## src/hdl/pin_if_pkg.sv

```systemverilog
package pin_if_pkg;

  // Pin indices on the connector
  localparam int NUM_FUNC_PINS = 10;
  localparam int PIN_ACQ_START = 0;
  localparam int PIN_ACQ_STOP = 1;
  localparam int PIN_CONVERT = 2;
  localparam int PIN_B_SOURCE = 3;
  localparam int PIN_B_GATE = 4;
  localparam int PIN_UPDATE = 5;
  localparam int PIN_WAVE_START = 6;
  localparam int PIN_SCAN_BEGIN = 7;
  localparam int PIN_A_SOURCE = 8;
  localparam int PIN_A_GATE = 9;

  // Digital lines that steer counter direction
  localparam int DIR_LINE_A = 6;
  localparam int DIR_LINE_B = 7;

  // Reset values
  localparam logic [9:0] PIN_OE_RESET = 10'h000;
  localparam logic STROBE_RESET_N = 1'h1;

  // Width of a pulse on a pulse-shaped output, in cycles
  localparam int PULSE_NS = 50;
  localparam int CLK_NS = 10;
  localparam int PULSE_CYCLES = (PULSE_NS + CLK_NS - 1) / CLK_NS;
  localparam logic [3:0] PULSE_LAST = 4'(PULSE_CYCLES - 1);

  // Acquisition sequencing states (Gray coded from idle through pre to post)
  typedef enum logic [1:0] {
    ACQ_IDLE = 2'h0,
    ACQ_PRE = 2'h1,
    ACQ_POST = 2'h3
  } acq_state_t;

  // Internal timing events from the acquisition and output engines
  typedef struct packed {
    logic acq_start;
    logic acq_stop;
    logic convert;
    logic scan_begin;
    logic update;
    logic wave_start;
  } timing_events_t;

  // Counter signals as selected inside the board
  typedef struct packed {
    logic a_source;
    logic a_gate;
    logic a_output;
    logic b_source;
    logic b_gate;
    logic b_output;
  } counter_sigs_t;

endpackage

```

## src/hdl/pulse_stretch.sv

```systemverilog
`timescale 1ns/1ps
// Turns a one-cycle event into a fixed-width high pulse
module pulse_stretch
  import pin_if_pkg::*;
(
  input wire logic clk_in,
  input wire logic rst_in,
  input wire logic event_in,
  output logic pulse_out
);
  logic [3:0] cnt_q;
  logic [3:0] cnt_d;
  logic busy_q;
  logic busy_d;
  wire logic at_end = (cnt_q == PULSE_LAST);

  // A new event during a pulse restarts it, so back-to-back events merge
  assign busy_d = event_in | (busy_q & ~at_end);
  assign cnt_d = event_in ? 4'h0 : (busy_q ? cnt_q + 4'h1 : cnt_q);

  always_ff @(posedge clk_in) begin
    if (rst_in) begin
      busy_q <= 1'b0;
      cnt_q <= 4'h0;
    end else begin
      busy_q <= busy_d;
      cnt_q <= cnt_d;
    end
  end

  assign pulse_out = busy_q;
endmodule

```

## src/hdl/func_pin_cell.sv

```systemverilog
`timescale 1ns/1ps
// One programmable function pin: input path always live, driver gated
module func_pin_cell
  import pin_if_pkg::*;
(
  input wire logic clk_in,
  input wire logic rst_in,
  input wire logic drive_en_in,
  input wire logic signal_in,
  input wire logic pin_in,
  output logic pin_out,
  output logic pin_oe_out,
  output logic pin_level_out
);
  logic pin_q;
  logic oe_q;
  logic lvl_q;

  // Registered drive keeps the connector free of glitches
  always_ff @(posedge clk_in) begin
    if (rst_in) begin
      pin_q <= 1'b1;
      oe_q <= 1'b0;
      lvl_q <= 1'b1;
    end else begin
      pin_q <= signal_in;
      oe_q <= drive_en_in;
      lvl_q <= pin_in;
    end
  end

  assign pin_out = pin_q;
  assign pin_oe_out = oe_q;
  assign pin_level_out = lvl_q;
endmodule

```

## src/hdl/timing_signal_pin_interface.sv

```systemverilog
`timescale 1ns/1ps
// Behaviour
// Digital line 6 sets counter A direction; line 7 sets counter B.
// Scan clock, when enabled, pulses once per conversion during scanning.
// Scan clock rising edge marks when the input may be switched.
// Software strobe changes level only on software command.
// Each function pin is a selectable input or drives its own timing signal.
// Post-trigger: rising edge on pin 0 start trigger begins acquisition.
// Pre-trigger: rising edge on start trigger begins pre-trigger conversions.
// Pre-trigger: rising edge on pin 1 stop trigger begins post-trigger conversions.
// Stop trigger unused and not generated in post-trigger mode.
// Active-low convert strobe on pin 2 falls at each conversion.
// Pins 3 and 4 reproduce counter B selected source and gate.
// Pins 8 and 9 reproduce counter A selected source and gate.
// Dedicated pins carry counter B and counter A outputs.
// Active-low update strobe on pin 5 falls at each output update.
// Rising edge on pin 6 waveform trigger starts waveform generation.
// Pin 7 scan begin pulses once per scan, rising edge at start.
// A dedicated pin outputs the rate generator signal.
// Asterisk signals are active low wherever driven or sampled.
// Each function pin driver is enabled individually by software.
// Several timing signals may take the same pin as input at once.
// After reset all function pin drivers are off.
module timing_signal_pin_interface
  import pin_if_pkg::*;
(
  input wire logic clk_in,
  input wire logic rst_in,
  input wire timing_events_t events_in,
  input wire counter_sigs_t counters_in,
  input wire logic rate_generator_in,
  input wire logic pretrigger_mode_in,
  input wire logic scanning_in,
  input wire logic scan_clock_en_in,
  input wire logic [9:0] pin_drive_en_in,
  input wire logic strobe_write_in,
  input wire logic strobe_level_in,
  input wire logic [3:0] sel_a_in,
  input wire logic [3:0] sel_b_in,
  input wire logic [3:0] sel_c_in,
  input wire logic [9:0] programmable_function_pin_in,
  output logic [9:0] programmable_function_pin_out,
  output logic [9:0] programmable_function_pin_oe_out,
  output logic [9:0] pin_level_out,
  output logic ext_sel_a_out,
  output logic ext_sel_b_out,
  output logic ext_sel_c_out,
  input wire logic [7:0] general_digital_lines_in,
  output logic counter_a_up_out,
  output logic counter_b_up_out,
  output logic conversion_pulse_out,
  output logic software_strobe_n_out,
  output logic counter_a_output_out,
  output logic counter_b_output_out,
  output logic rate_generator_output_out,
  output acq_state_t acq_state_out
);

  // Selects one of the sampled pin levels; an index past the top reads low
  function automatic logic pick_pin(input logic [9:0] lv, input logic [3:0] idx);
    pick_pin = (idx < 4'hA) ? lv[idx] : 1'b0;
  endfunction

  logic [9:0] drive_en_q;
  logic strobe_n_q;
  logic scan_clk_q;
  logic ctr_a_q;
  logic ctr_b_q;
  logic rate_q;
  logic dir_a_q;
  logic dir_b_q;
  logic sel_a_q;
  logic sel_b_q;
  logic sel_c_q;
  acq_state_t acq_q;
  acq_state_t acq_d;
  logic [9:0] sig_drive;
  logic [9:0] level_w;
  logic start_pulse;
  logic stop_pulse;
  logic scan_pulse;
  logic wave_pulse;
  logic convert_pulse;
  logic update_pulse;
  logic scan_clk_pulse;

  // Fixed-width high pulses for the trigger style outputs
  pulse_stretch u_start (.clk_in(clk_in), .rst_in(rst_in),
    .event_in(events_in.acq_start), .pulse_out(start_pulse));
  pulse_stretch u_stop (.clk_in(clk_in), .rst_in(rst_in),
    .event_in(events_in.acq_stop && acq_q == ACQ_PRE), .pulse_out(stop_pulse));
  pulse_stretch u_scan (.clk_in(clk_in), .rst_in(rst_in),
    .event_in(events_in.scan_begin), .pulse_out(scan_pulse));
  pulse_stretch u_wave (.clk_in(clk_in), .rst_in(rst_in),
    .event_in(events_in.wave_start), .pulse_out(wave_pulse));
  pulse_stretch u_conv (.clk_in(clk_in), .rst_in(rst_in),
    .event_in(events_in.convert), .pulse_out(convert_pulse));
  pulse_stretch u_upd (.clk_in(clk_in), .rst_in(rst_in),
    .event_in(events_in.update), .pulse_out(update_pulse));
  pulse_stretch u_sclk (.clk_in(clk_in), .rst_in(rst_in),
    .event_in(events_in.convert & scanning_in & scan_clock_en_in),
    .pulse_out(scan_clk_pulse));

  // Each pin has exactly one internal signal it may drive
  assign sig_drive[PIN_ACQ_START] = start_pulse;
  assign sig_drive[PIN_ACQ_STOP] = stop_pulse;
  assign sig_drive[PIN_CONVERT] = ~convert_pulse;
  assign sig_drive[PIN_B_SOURCE] = counters_in.b_source;
  assign sig_drive[PIN_B_GATE] = counters_in.b_gate;
  assign sig_drive[PIN_UPDATE] = ~update_pulse;
  assign sig_drive[PIN_WAVE_START] = wave_pulse;
  assign sig_drive[PIN_SCAN_BEGIN] = scan_pulse;
  assign sig_drive[PIN_A_SOURCE] = counters_in.a_source;
  assign sig_drive[PIN_A_GATE] = counters_in.a_gate;

  // Pin cells: input is sampled even while the driver is on
  for (genvar i = 0; i < NUM_FUNC_PINS; i++) begin : g_pin
    func_pin_cell u_cell (
      .clk_in(clk_in),
      .rst_in(rst_in),
      .drive_en_in(drive_en_q[i]),
      .signal_in(sig_drive[i]),
      .pin_in(programmable_function_pin_in[i]),
      .pin_out(programmable_function_pin_out[i]),
      .pin_oe_out(programmable_function_pin_oe_out[i]),
      .pin_level_out(level_w[i])
    );
  end

  // Acquisition sequence: pre-trigger waits for the stop trigger
  always_comb begin
    acq_d = acq_q;
    unique case (acq_q)
      ACQ_IDLE: begin
        if (events_in.acq_start) begin
          acq_d = pretrigger_mode_in ? ACQ_PRE : ACQ_POST;
        end
      end
      ACQ_PRE: begin
        if (events_in.acq_stop) begin
          acq_d = ACQ_POST;
        end
      end
      ACQ_POST: begin
        if (!scanning_in) begin
          acq_d = ACQ_IDLE;
        end
      end
      default: acq_d = ACQ_IDLE;
    endcase
  end

  // Driver enables, strobe and dedicated outputs all registered
  always_ff @(posedge clk_in) begin
    if (rst_in) begin
      drive_en_q <= PIN_OE_RESET;
      strobe_n_q <= STROBE_RESET_N;
      acq_q <= ACQ_IDLE;
      scan_clk_q <= 1'b0;
      ctr_a_q <= 1'b0;
      ctr_b_q <= 1'b0;
      rate_q <= 1'b0;
      dir_a_q <= 1'b0;
      dir_b_q <= 1'b0;
      sel_a_q <= 1'b0;
      sel_b_q <= 1'b0;
      sel_c_q <= 1'b0;
    end else begin
      drive_en_q <= pin_drive_en_in;
      if (strobe_write_in) begin
        strobe_n_q <= strobe_level_in;
      end
      acq_q <= acq_d;
      scan_clk_q <= scan_clk_pulse;
      ctr_a_q <= counters_in.a_output;
      ctr_b_q <= counters_in.b_output;
      rate_q <= rate_generator_in;
      dir_a_q <= general_digital_lines_in[DIR_LINE_A];
      dir_b_q <= general_digital_lines_in[DIR_LINE_B];
      sel_a_q <= pick_pin(level_w, sel_a_in);
      sel_b_q <= pick_pin(level_w, sel_b_in);
      sel_c_q <= pick_pin(level_w, sel_c_in);
    end
  end

  assign pin_level_out = level_w;
  assign ext_sel_a_out = sel_a_q;
  assign ext_sel_b_out = sel_b_q;
  assign ext_sel_c_out = sel_c_q;
  assign counter_a_up_out = dir_a_q;
  assign counter_b_up_out = dir_b_q;
  assign conversion_pulse_out = scan_clk_q;
  assign software_strobe_n_out = strobe_n_q;
  assign counter_a_output_out = ctr_a_q;
  assign counter_b_output_out = ctr_b_q;
  assign rate_generator_output_out = rate_q;
  assign acq_state_out = acq_q;

  // Checks kept beside the logic
  a_drivers_reset_off: assert property (@(posedge clk_in)
    $past(rst_in) |-> programmable_function_pin_oe_out == 10'h000)
    else $error("function pin driver on after reset");
  a_driver_follows_en: assert property (@(posedge clk_in) disable iff (rst_in)
    !pin_drive_en_in[PIN_UPDATE] |=> ##1 !programmable_function_pin_oe_out[PIN_UPDATE])
    else $error("update pin driven without enable");
  a_strobe_only_sw: assert property (@(posedge clk_in) disable iff (rst_in)
    !strobe_write_in |=> $stable(software_strobe_n_out))
    else $error("strobe moved without software");
  a_scan_clk_pulse: assert property (@(posedge clk_in) disable iff (rst_in)
    (events_in.convert && scanning_in && scan_clock_en_in) |-> ##2 conversion_pulse_out)
    else $error("scan clock missed a conversion");
  a_scan_clk_off: assert property (@(posedge clk_in) disable iff (rst_in)
    (!scan_clock_en_in)[*8] |-> !conversion_pulse_out)
    else $error("scan clock pulsed while disabled");
  a_convert_falls: assert property (@(posedge clk_in) disable iff (rst_in)
    events_in.convert |-> ##2 !programmable_function_pin_out[PIN_CONVERT])
    else $error("convert strobe did not fall");
  a_stop_post_quiet: assert property (@(posedge clk_in) disable iff (rst_in)
    (acq_q == ACQ_POST)[*8] |-> !programmable_function_pin_out[PIN_ACQ_STOP])
    else $error("stop trigger in post-trigger mode");
  a_pre_to_post: assert property (@(posedge clk_in) disable iff (rst_in)
    (acq_q == ACQ_PRE && events_in.acq_stop) |=> acq_q == ACQ_POST)
    else $error("stop trigger ignored in pre-trigger");
  a_dir_lines: assert property (@(posedge clk_in) disable iff (rst_in)
    1'b1 |=> counter_a_up_out == $past(general_digital_lines_in[DIR_LINE_A])
      && counter_b_up_out == $past(general_digital_lines_in[DIR_LINE_B]))
    else $error("counter direction not from digital lines");
  a_counter_outs: assert property (@(posedge clk_in) disable iff (rst_in)
    1'b1 |=> counter_b_output_out == $past(counters_in.b_output))
    else $error("counter output not passed");
  c_pretrigger_run: cover property (@(posedge clk_in) disable iff (rst_in)
    acq_q == ACQ_PRE ##[1:50] acq_q == ACQ_POST);
  c_scan_pulse: cover property (@(posedge clk_in) disable iff (rst_in)
    $rose(conversion_pulse_out));
  c_strobe_toggle: cover property (@(posedge clk_in) disable iff (rst_in)
    $fell(software_strobe_n_out));
  c_stop_trigger: cover property (@(posedge clk_in) disable iff (rst_in)
    $rose(programmable_function_pin_out[PIN_ACQ_STOP]));
  c_all_drivers: cover property (@(posedge clk_in) disable iff (rst_in)
    programmable_function_pin_oe_out == 10'h3FF);

  // Trigger style pins move two cycles after the engine event
  a_start_pin_rise: assert property (@(posedge clk_in) disable iff (rst_in)
    events_in.acq_start |-> ##2 programmable_function_pin_out[PIN_ACQ_START])
    else $error("start trigger pin did not rise");
  a_post_entry: assert property (@(posedge clk_in) disable iff (rst_in)
    (acq_q == ACQ_IDLE && events_in.acq_start && !pretrigger_mode_in) |=> acq_q == ACQ_POST)
    else $error("post-trigger acquisition did not begin");
  a_pre_entry: assert property (@(posedge clk_in) disable iff (rst_in)
    (acq_q == ACQ_IDLE && events_in.acq_start && pretrigger_mode_in) |=> acq_q == ACQ_PRE)
    else $error("pre-trigger conversions did not begin");
  a_pre_holds: assert property (@(posedge clk_in) disable iff (rst_in)
    (acq_q == ACQ_PRE && !events_in.acq_stop) |=> acq_q == ACQ_PRE)
    else $error("pre-trigger left without stop trigger");
  a_stop_pin_rise: assert property (@(posedge clk_in) disable iff (rst_in)
    (acq_q == ACQ_PRE && events_in.acq_stop) |-> ##2 programmable_function_pin_out[PIN_ACQ_STOP])
    else $error("stop trigger pin did not rise");
  a_stop_only_pre: assert property (@(posedge clk_in) disable iff (rst_in)
    $rose(programmable_function_pin_out[PIN_ACQ_STOP]) |-> $past(acq_q == ACQ_PRE, 2))
    else $error("stop trigger rose outside pre-trigger");
  a_convert_width: assert property (@(posedge clk_in) disable iff (rst_in)
    $fell(programmable_function_pin_out[PIN_CONVERT])
      |-> (!programmable_function_pin_out[PIN_CONVERT])[*5])
    else $error("convert strobe too short");
  a_update_falls: assert property (@(posedge clk_in) disable iff (rst_in)
    events_in.update |-> ##2 !programmable_function_pin_out[PIN_UPDATE])
    else $error("update strobe did not fall");
  a_wave_pin_rise: assert property (@(posedge clk_in) disable iff (rst_in)
    events_in.wave_start |-> ##2 programmable_function_pin_out[PIN_WAVE_START])
    else $error("waveform trigger pin did not rise");
  a_scan_begin_rise: assert property (@(posedge clk_in) disable iff (rst_in)
    events_in.scan_begin |-> ##2 programmable_function_pin_out[PIN_SCAN_BEGIN])
    else $error("scan begin pin did not rise");
  a_scan_begin_width: assert property (@(posedge clk_in) disable iff (rst_in)
    $rose(programmable_function_pin_out[PIN_SCAN_BEGIN])
      |-> (programmable_function_pin_out[PIN_SCAN_BEGIN])[*5])
    else $error("scan begin pulse too short");
  a_scan_clk_edge: assert property (@(posedge clk_in) disable iff (rst_in)
    $rose(conversion_pulse_out)
      |-> $past(events_in.convert && scanning_in && scan_clock_en_in, 2))
    else $error("scan clock rose without a conversion");

  // Copies are one register late, driver enables two; the sampled reset keeps the release edge out
  a_counter_b_pins: assert property (@(posedge clk_in) disable iff (rst_in)
    !rst_in |=> programmable_function_pin_out[PIN_B_SOURCE] == $past(counters_in.b_source)
      && programmable_function_pin_out[PIN_B_GATE] == $past(counters_in.b_gate))
    else $error("counter B pins do not follow source and gate");
  a_counter_a_pins: assert property (@(posedge clk_in) disable iff (rst_in)
    !rst_in |=> programmable_function_pin_out[PIN_A_SOURCE] == $past(counters_in.a_source)
      && programmable_function_pin_out[PIN_A_GATE] == $past(counters_in.a_gate))
    else $error("counter A pins do not follow source and gate");
  a_counter_a_out: assert property (@(posedge clk_in) disable iff (rst_in)
    !rst_in |=> counter_a_output_out == $past(counters_in.a_output))
    else $error("counter A output not passed");
  a_rate_copy: assert property (@(posedge clk_in) disable iff (rst_in)
    !rst_in |=> rate_generator_output_out == $past(rate_generator_in))
    else $error("rate generator output not passed");
  a_driver_on: assert property (@(posedge clk_in) disable iff (rst_in)
    !rst_in |=> ##1 programmable_function_pin_oe_out == $past(pin_drive_en_in, 2))
    else $error("pin drivers do not follow their enables");
  a_pin_level_follows: assert property (@(posedge clk_in) disable iff (rst_in)
    !rst_in |=> pin_level_out == $past(programmable_function_pin_in))
    else $error("pin input path not sampled");
  a_sel_picks: assert property (@(posedge clk_in) disable iff (rst_in)
    (!rst_in && sel_a_in < 4'hA) |=> ext_sel_a_out == $past(pin_level_out[sel_a_in]))
    else $error("selected pin level not passed");
  a_sel_high_idx: assert property (@(posedge clk_in) disable iff (rst_in)
    (!rst_in && sel_c_in >= 4'hA) |=> !ext_sel_c_out)
    else $error("index past last pin did not read low");
  a_strobe_write: assert property (@(posedge clk_in) disable iff (rst_in)
    strobe_write_in |=> software_strobe_n_out == $past(strobe_level_in))
    else $error("strobe write did not land");
endmodule

```

## config.mk

```make
export PLATFORM = sky130hd
export DESIGN_NAME = timing_signal_pin_interface
export DESIGN_NICKNAME = d
export VERILOG_FILES = /design/src/hdl/pin_if_pkg.sv /design/src/hdl/pulse_stretch.sv /design/src/hdl/func_pin_cell.sv /design/src/hdl/timing_signal_pin_interface.sv
export SDC_FILE = /design/constraint.sdc
export NUM_CORES = 1
export LEC_CHECK = 0
export BUFFER_PORTS_ARGS = -buffer_cell sky130_fd_sc_hd__buf_4
export CAP_MARGIN = 20
export CORE_MARGIN = 2
export CORE_UTILIZATION = 51
export DETAILED_ROUTE_END_ITERATION = 16
export PLACE_DENSITY = 0.8
export SLEW_MARGIN = 20
export SYNTH_ARGS = -nofsm -noshare
export SYNTH_HDL_FRONTEND = slang
export SYNTH_SLANG_ARGS = --single-unit
```

## constraint.sdc

```tcl
create_clock -name clk_in -period 1.3 [get_ports clk_in]
set_input_delay 0 -clock clk_in [delete_from_list [all_inputs] [get_ports clk_in]]
set_output_delay 0 -clock clk_in [all_outputs]
set_load 0.05 [all_outputs]
```

Word-level counts from Yosys, hierarchy flattened
Cells that the tools add are included.
{"block": "totals", "register_bits": 87, "out_inout_bits": 42}
{"block": "op_classes", "n_lt_le_gt_ge": 6, "mux": 11, "add_sub_neg": 7, "n_bitwise": 28, "reduce_logical": 13, "eq_ne": 12}
{"op": "4-bit by 1-bit adder with 4-bit output, second input constant", "n": 7}
{"op": "4-bit by 3-bit equality test with 1-bit output, second input constant", "n": 7}
{"op": "2-bit OR reduction", "n": 10}
{"op": "4-bit by 5-bit < comparator with 1-bit output, second input constant", "n": 3}
{"op": "1-bit binary-select mux with 4-bit select", "n": 3}
{"op": "4-bit < comparator, second input constant", "n": 3}
{"op": "1-bit NOT", "n": 12}
{"op": "1-bit bitwise AND", "n": 9}
{"op": "2-bit 2-to-1 mux", "n": 4}
{"op": "1-bit bitwise OR", "n": 7}
{"op": "2-bit inequality test, second input constant", "n": 3}
{"op": "2-bit case mux with 3 select lines", "n": 1}
{"op": "1-bit 2-to-1 mux", "n": 3}
{"op": "3-bit AND reduction", "n": 1}
{"op": "2-bit by 1-bit equality test with 1-bit output, second input constant", "n": 1}
{"op": "2-bit equality test, second input constant", "n": 1}
{"op": "2-bit zero test", "n": 1}
{"op": "1-bit logical AND", "n": 1}

Logic depth before layout (Yosys ltp)
{"block": "logic_depth", "word_depth": 4, "depth_mapped": 5}

By module
From an unflattened synthesis, not the netlist that was laid out.
{"block": "unflattened", "hier_cells": 317, "area_unflattened_um2": 3575.9}
{"mod": "pulse_stretch", "instances": 7, "cells_per_inst": 25, "area_per_inst_um2": 266.5}
{"mod": "timing_signal_pin_interface", "instances": 1, "cells_per_inst": 82, "area_per_inst_um2": 922.1}
{"mod": "func_pin_cell", "instances": 10, "cells_per_inst": 6, "area_per_inst_um2": 78.8}

Least setup slack after synthesis
Ideal clock, no wire load.
{"block": "synth_path", "path_type": "reg-to-reg", "startpoint": "register acq_q[1] (netlist: acq_state_out[1])", "endpoint": "register acq_q[1] (netlist: acq_state_out[1])", "period_less_slack_ps": 1286, "n_path_buf": 0, "required_time_ps": 1168, "slack_ps": 14, "arrival_ps": 1154, "stages_incl_launch_ff": 4, "cell_sequence": "dfxtp_1 mux2_2 nand2_1 a21oi_1"}
{"block": "synth_between", "elab_chain_cells": 3}
{"item": "start, declared", "line": "timing_signal_pin_interface.sv:75", "source": "acq_state_t acq_q;"}
{"item": "start signal, assigned", "line": "timing_signal_pin_interface.sv:173", "source": "acq_q <= acq_d;"}
{"item": "2-bit equality test (tied with other cells)", "line": "timing_signal_pin_interface.sv:133", "source": "unique case (acq_q)"}
{"item": "2-bit inequality test (no line)"}
{"item": "3-bit AND reduction (no line)"}
Parallel ways exist; a longest one is shown, timed or not.
A chain may end at the register's enable or synchronous reset.

Worst setup path in the final report
{"block": "layout_path", "startpoint": "register g_pin[2].u_cell.lvl_q", "endpoint": "register sel_b_q (netlist: ext_sel_b_out)"}
{"block": "layout_between", "elab_chain_cells": 2}
{"item": "start, declared", "line": "func_pin_cell.sv:17", "source": "logic lvl_q;"}
{"item": "start signal, assigned", "line": "func_pin_cell.sv:28", "source": "lvl_q <= pin_in;"}
{"item": "1-bit binary-select mux with 4-bit select", "line": "timing_signal_pin_interface.sv:61", "source": "pick_pin = (idx < 4'hA) ? lv[idx] : 1'b0;"}
{"item": "1-bit 2-to-1 mux (implied by the code)", "line": "timing_signal_pin_interface.sv:61"}
{"item": "end signal, assigned", "line": "timing_signal_pin_interface.sv:181", "source": "sel_b_q <= pick_pin(level_w, sel_b_in);"}
{"item": "end, declared", "line": "timing_signal_pin_interface.sv:73", "source": "logic sel_b_q;"}
Every way passes these cells. The select of a mux whose other input is x is not followed.

==> metrics.csv <==
stage,metric,value,unit
pwr,p_leak,2.01,nW
worst_setup_path,crit_type,reg -> reg,
worst_setup_path,start_kind,register,
place,place.gp.congestion,0.830,
sta,slew_headroom,65.1,%
sta,setup_tns,0,ns
clock_network,cts_resized,0,
logic_synthesis,synth-async-reset-ratio,0,%
layout,syn_to_final_growth,36.0,%
clock_network,cts-buffers-inserted,9,
clock_network,cts_setup_buffers,0,
sta,max_freq,839,MHz
flow_run,cap_violations,0,
sta,fin_crit_sh,91.7,%
clock_network,clock_latency,0.36,ns
logic_synthesis,ys_ff_latch,87,
layout,diodes,0,
worst_setup_path,crit_chain,"mux4_1, o21bai_1, a221oi_1",
worst_setup_path,crit_family,multiplexers,
die,dieArea,7500,sq um
sta,finalWorstSetupSlack,0.108,ns
sta,clock_skew,0.0101,ns
logic_synthesis,syn_avg_cell_area,10.3,sq um
clock_network,path_clk_slew,0.10,ns
clock_network,cts_root_buffer,clkbuf_8,
logic_synthesis,synth_top_area_share,50.1,%
layout,num-fill-cells,488,
die,initial_utilization,52.1,%
sta,worst_slew_pin_slew,0.523,ns
clock_network,clock_path_buffers,2,
die,die_x,86.6,microns
worst_setup_path,endpoint_kind,register,
sta,grt_setup_unrepaired,false,
global_routing,grt_pass1_vias,2560,
sta,maxSlewViolCount,0,
sta,hold_violations,0,
global_routing,grt_max_degree,55,
place,dp_slack,0.111,ns
layout,drive_above_1_share,30.6,%
pwr,powerDensity,1180,nW/um^2
logic_synthesis,synth_nets,411,
routing,antenna_left,0,
clock_network,cts_tree,built,
global_routing,grt_usage,19.6,%
logic_synthesis,synth_edf_count,0,
run_status,status,"finished, final reports clean",
logic_synthesis,seq_area_frac_synth,50.1,%
sta,setup_violations,0,
routing,vias,2649,
logic_synthesis,synthTopCellsByCount,"dfxtp_1 (87), buf_4 (30), nor2b_1 (27)",
layout,finalNetCount,526,
logic_synthesis,synth_flop_cell,dfxtp_1,
logic_synthesis,synth_area_leaders,"dfxtp_1 (50%), buf_4 (6.5%), ha_1 (5.0%)",
clock_network,h-tree-depth,3,
global_routing,grt_pass1_wl,11.4,mm
place,port_buffers,95,
worst_setup_path,crit_arrival,1.41,ns
place,dp.final_hpwl,4.55,mm
logic_synthesis,synth.distinct_cells,33,
clock_network,cts_hold_buffers,49,
worst_setup_path,path_max_fanout,4,
worst_setup_path,critPathRequiredTime,1.52,ns
die,rows,30,
die,io_pins,102,
logic_synthesis,synthCells,337,
logic_synthesis,synth_area_leader_cell,dfxtp_1,
routing,drc,0,
hold_path,worstHoldPathType,in -> reg,
routing,wire_per_inst,13.7,microns
global_routing,overflow,0,
die,coreArea,6680,sq um
logic_synthesis,yosysWarnings,0,
logic_synthesis,synth.most_common_cell,dfxtp_1,
routing,firstDrtPassIters,4,
die,die_y,86.6,microns
routing,initialDrtViolationCount,60,
pwr,ir_drop,0.792,mV
global_routing,antenna_found_initial,0,
routing,viasPerCell,4.93,
clock_network,clock_sinks,87,
worst_setup_path,cpMaxStageDelayCell,mux4_1,
logic_synthesis,synth_area,3480,sq um
worst_setup_path,max_stage_delay,0.50,ns
worst_setup_path,cp_num_buf_inv,0,
sta,period_needed,1.19,ns
routing,wl,7.34,mm
-- worst reg2reg max path: stages (launching register included) --
cell	delay (ns)
dfxtp_1	0.35
mux4_1	0.50
o21bai_1	0.13
a221oi_1	0.09
-- per-stage QoR --
step	utilization, %	area [sq um]	hold WS, ns	instances	power [mW]
2_1_floorplan	-	3480	0.0767	337	3.46
3_3_place_gp	60.5	4040	0.184	472	3.69
3_5_place_dp	60.5	4040	0.186	472	3.71
4_1_cts	70.8	4730	0.0245	537	5.64
5_1_grt	70.8	4730	0.0550	537	5.84
6_report	70.8	4730	0.0408	537	5.60
-- per-layer routing --
| layer | track usage, % | vias up | part of all wire [%] |
|---|---|---|---|
| met2 | 34.8 | 82 | 51 |
| met3 | 4.38 | 16 | 5.3 |
| li1 | - | 1311 | - |
| met1 | 21.7 | 1240 | 42 |
| met5 | 0 | - | 0 |
| met4 | 10.2 | 0 | 2.3 |
-- state kept, by name, indices dropped and copies added, names as in the netlist, 2 cells and up --
register	flops
u_wave.cnt_q	4
u_scan.cnt_q	4
u_start.cnt_q	4
u_sclk.cnt_q	4
acq_state_out	2
g_pin.u_cell.pin_level_out	10
g_pin.u_cell.pin_oe_out	10
u_conv.cnt_q	4
g_pin.u_cell.pin_out	10
drive_en_q	10
u_stop.cnt_q	4
u_upd.cnt_q	4
-- worst paths after layout --
check,from,endpoint,slack [ns],cells past startpoint
worst min register to register,drive_en_q[3]$_SDFF_PP0_,g_pin[3].u_cell.pin_oe_out$_SDFF_PP0_,0.45,1
worst min-delay path,sel_c_in[0],ext_sel_c_out$_SDFF_PP0_,0.04,4
worst max-delay path,g_pin[2].u_cell.pin_level_out$_SDFF_PP1_,ext_sel_b_out$_SDFF_PP0_,0.11,3
worst max register to register,g_pin[2].u_cell.pin_level_out$_SDFF_PP1_,ext_sel_b_out$_SDFF_PP0_,0.11,3
-- cell families after synthesis --
group / after synthesis / share of synthesized area, %
DFF: 87 / 50.1
muxes: 19 / 7.26
adders and majority gates: 14 / 5.03
and+or+nand+nor: 119 / 19.0
AOI/OAI and AO/OA: 18 / 3.74
buffers and inverters: 59 / 9.64
xor gates and xnor gates: 21 / 5.29
-- cell usage in the layout (no fill, tap or decap), types with 2 or more instances in the layout --
cell type and instances:
buf_4 98, dfxtp_1 87, dlygate4sd3_1 49, nor2b_1 27, nor3_1 20, or2_2 18, inv_1 16, nor2_1 16
xor2_1 14, ha_1 14, mux2i_1 11, nand2_1 11, a21oi_1 9, clkbuf_8 9, nand3b_1 8, nand4_1 7
xnor2_1 7, nand2b_1 6, mux2_2 4, nand3_1 3, clkinv_4 3, mux4_2 2, o41ai_2 2, mux4_1 2
clkinv_8 2
-- layout make-up --
type                       instances  area (sq um)  share of cell area (%)
tap                               80           100                    2.11
sequential                        87          1740                    36.8
clock inverter                     7          78.8                    1.67
timing repair buffer             147          1230                    25.9
inverter                          16          60.1                    1.27
clock buffer                       9           124                    2.62
multi-input combinational        191          1400                    29.6
-- where the power goes --
part	total [mW]	switching, mW	internal (mW)	leakage, nW
sequential	2.87	0.0859	2.78	0.717
combinational	0.911	0.478	0.433	1.20
clock	1.82	1.07	0.756	0.101
Power figures use the tool's default switching activity.
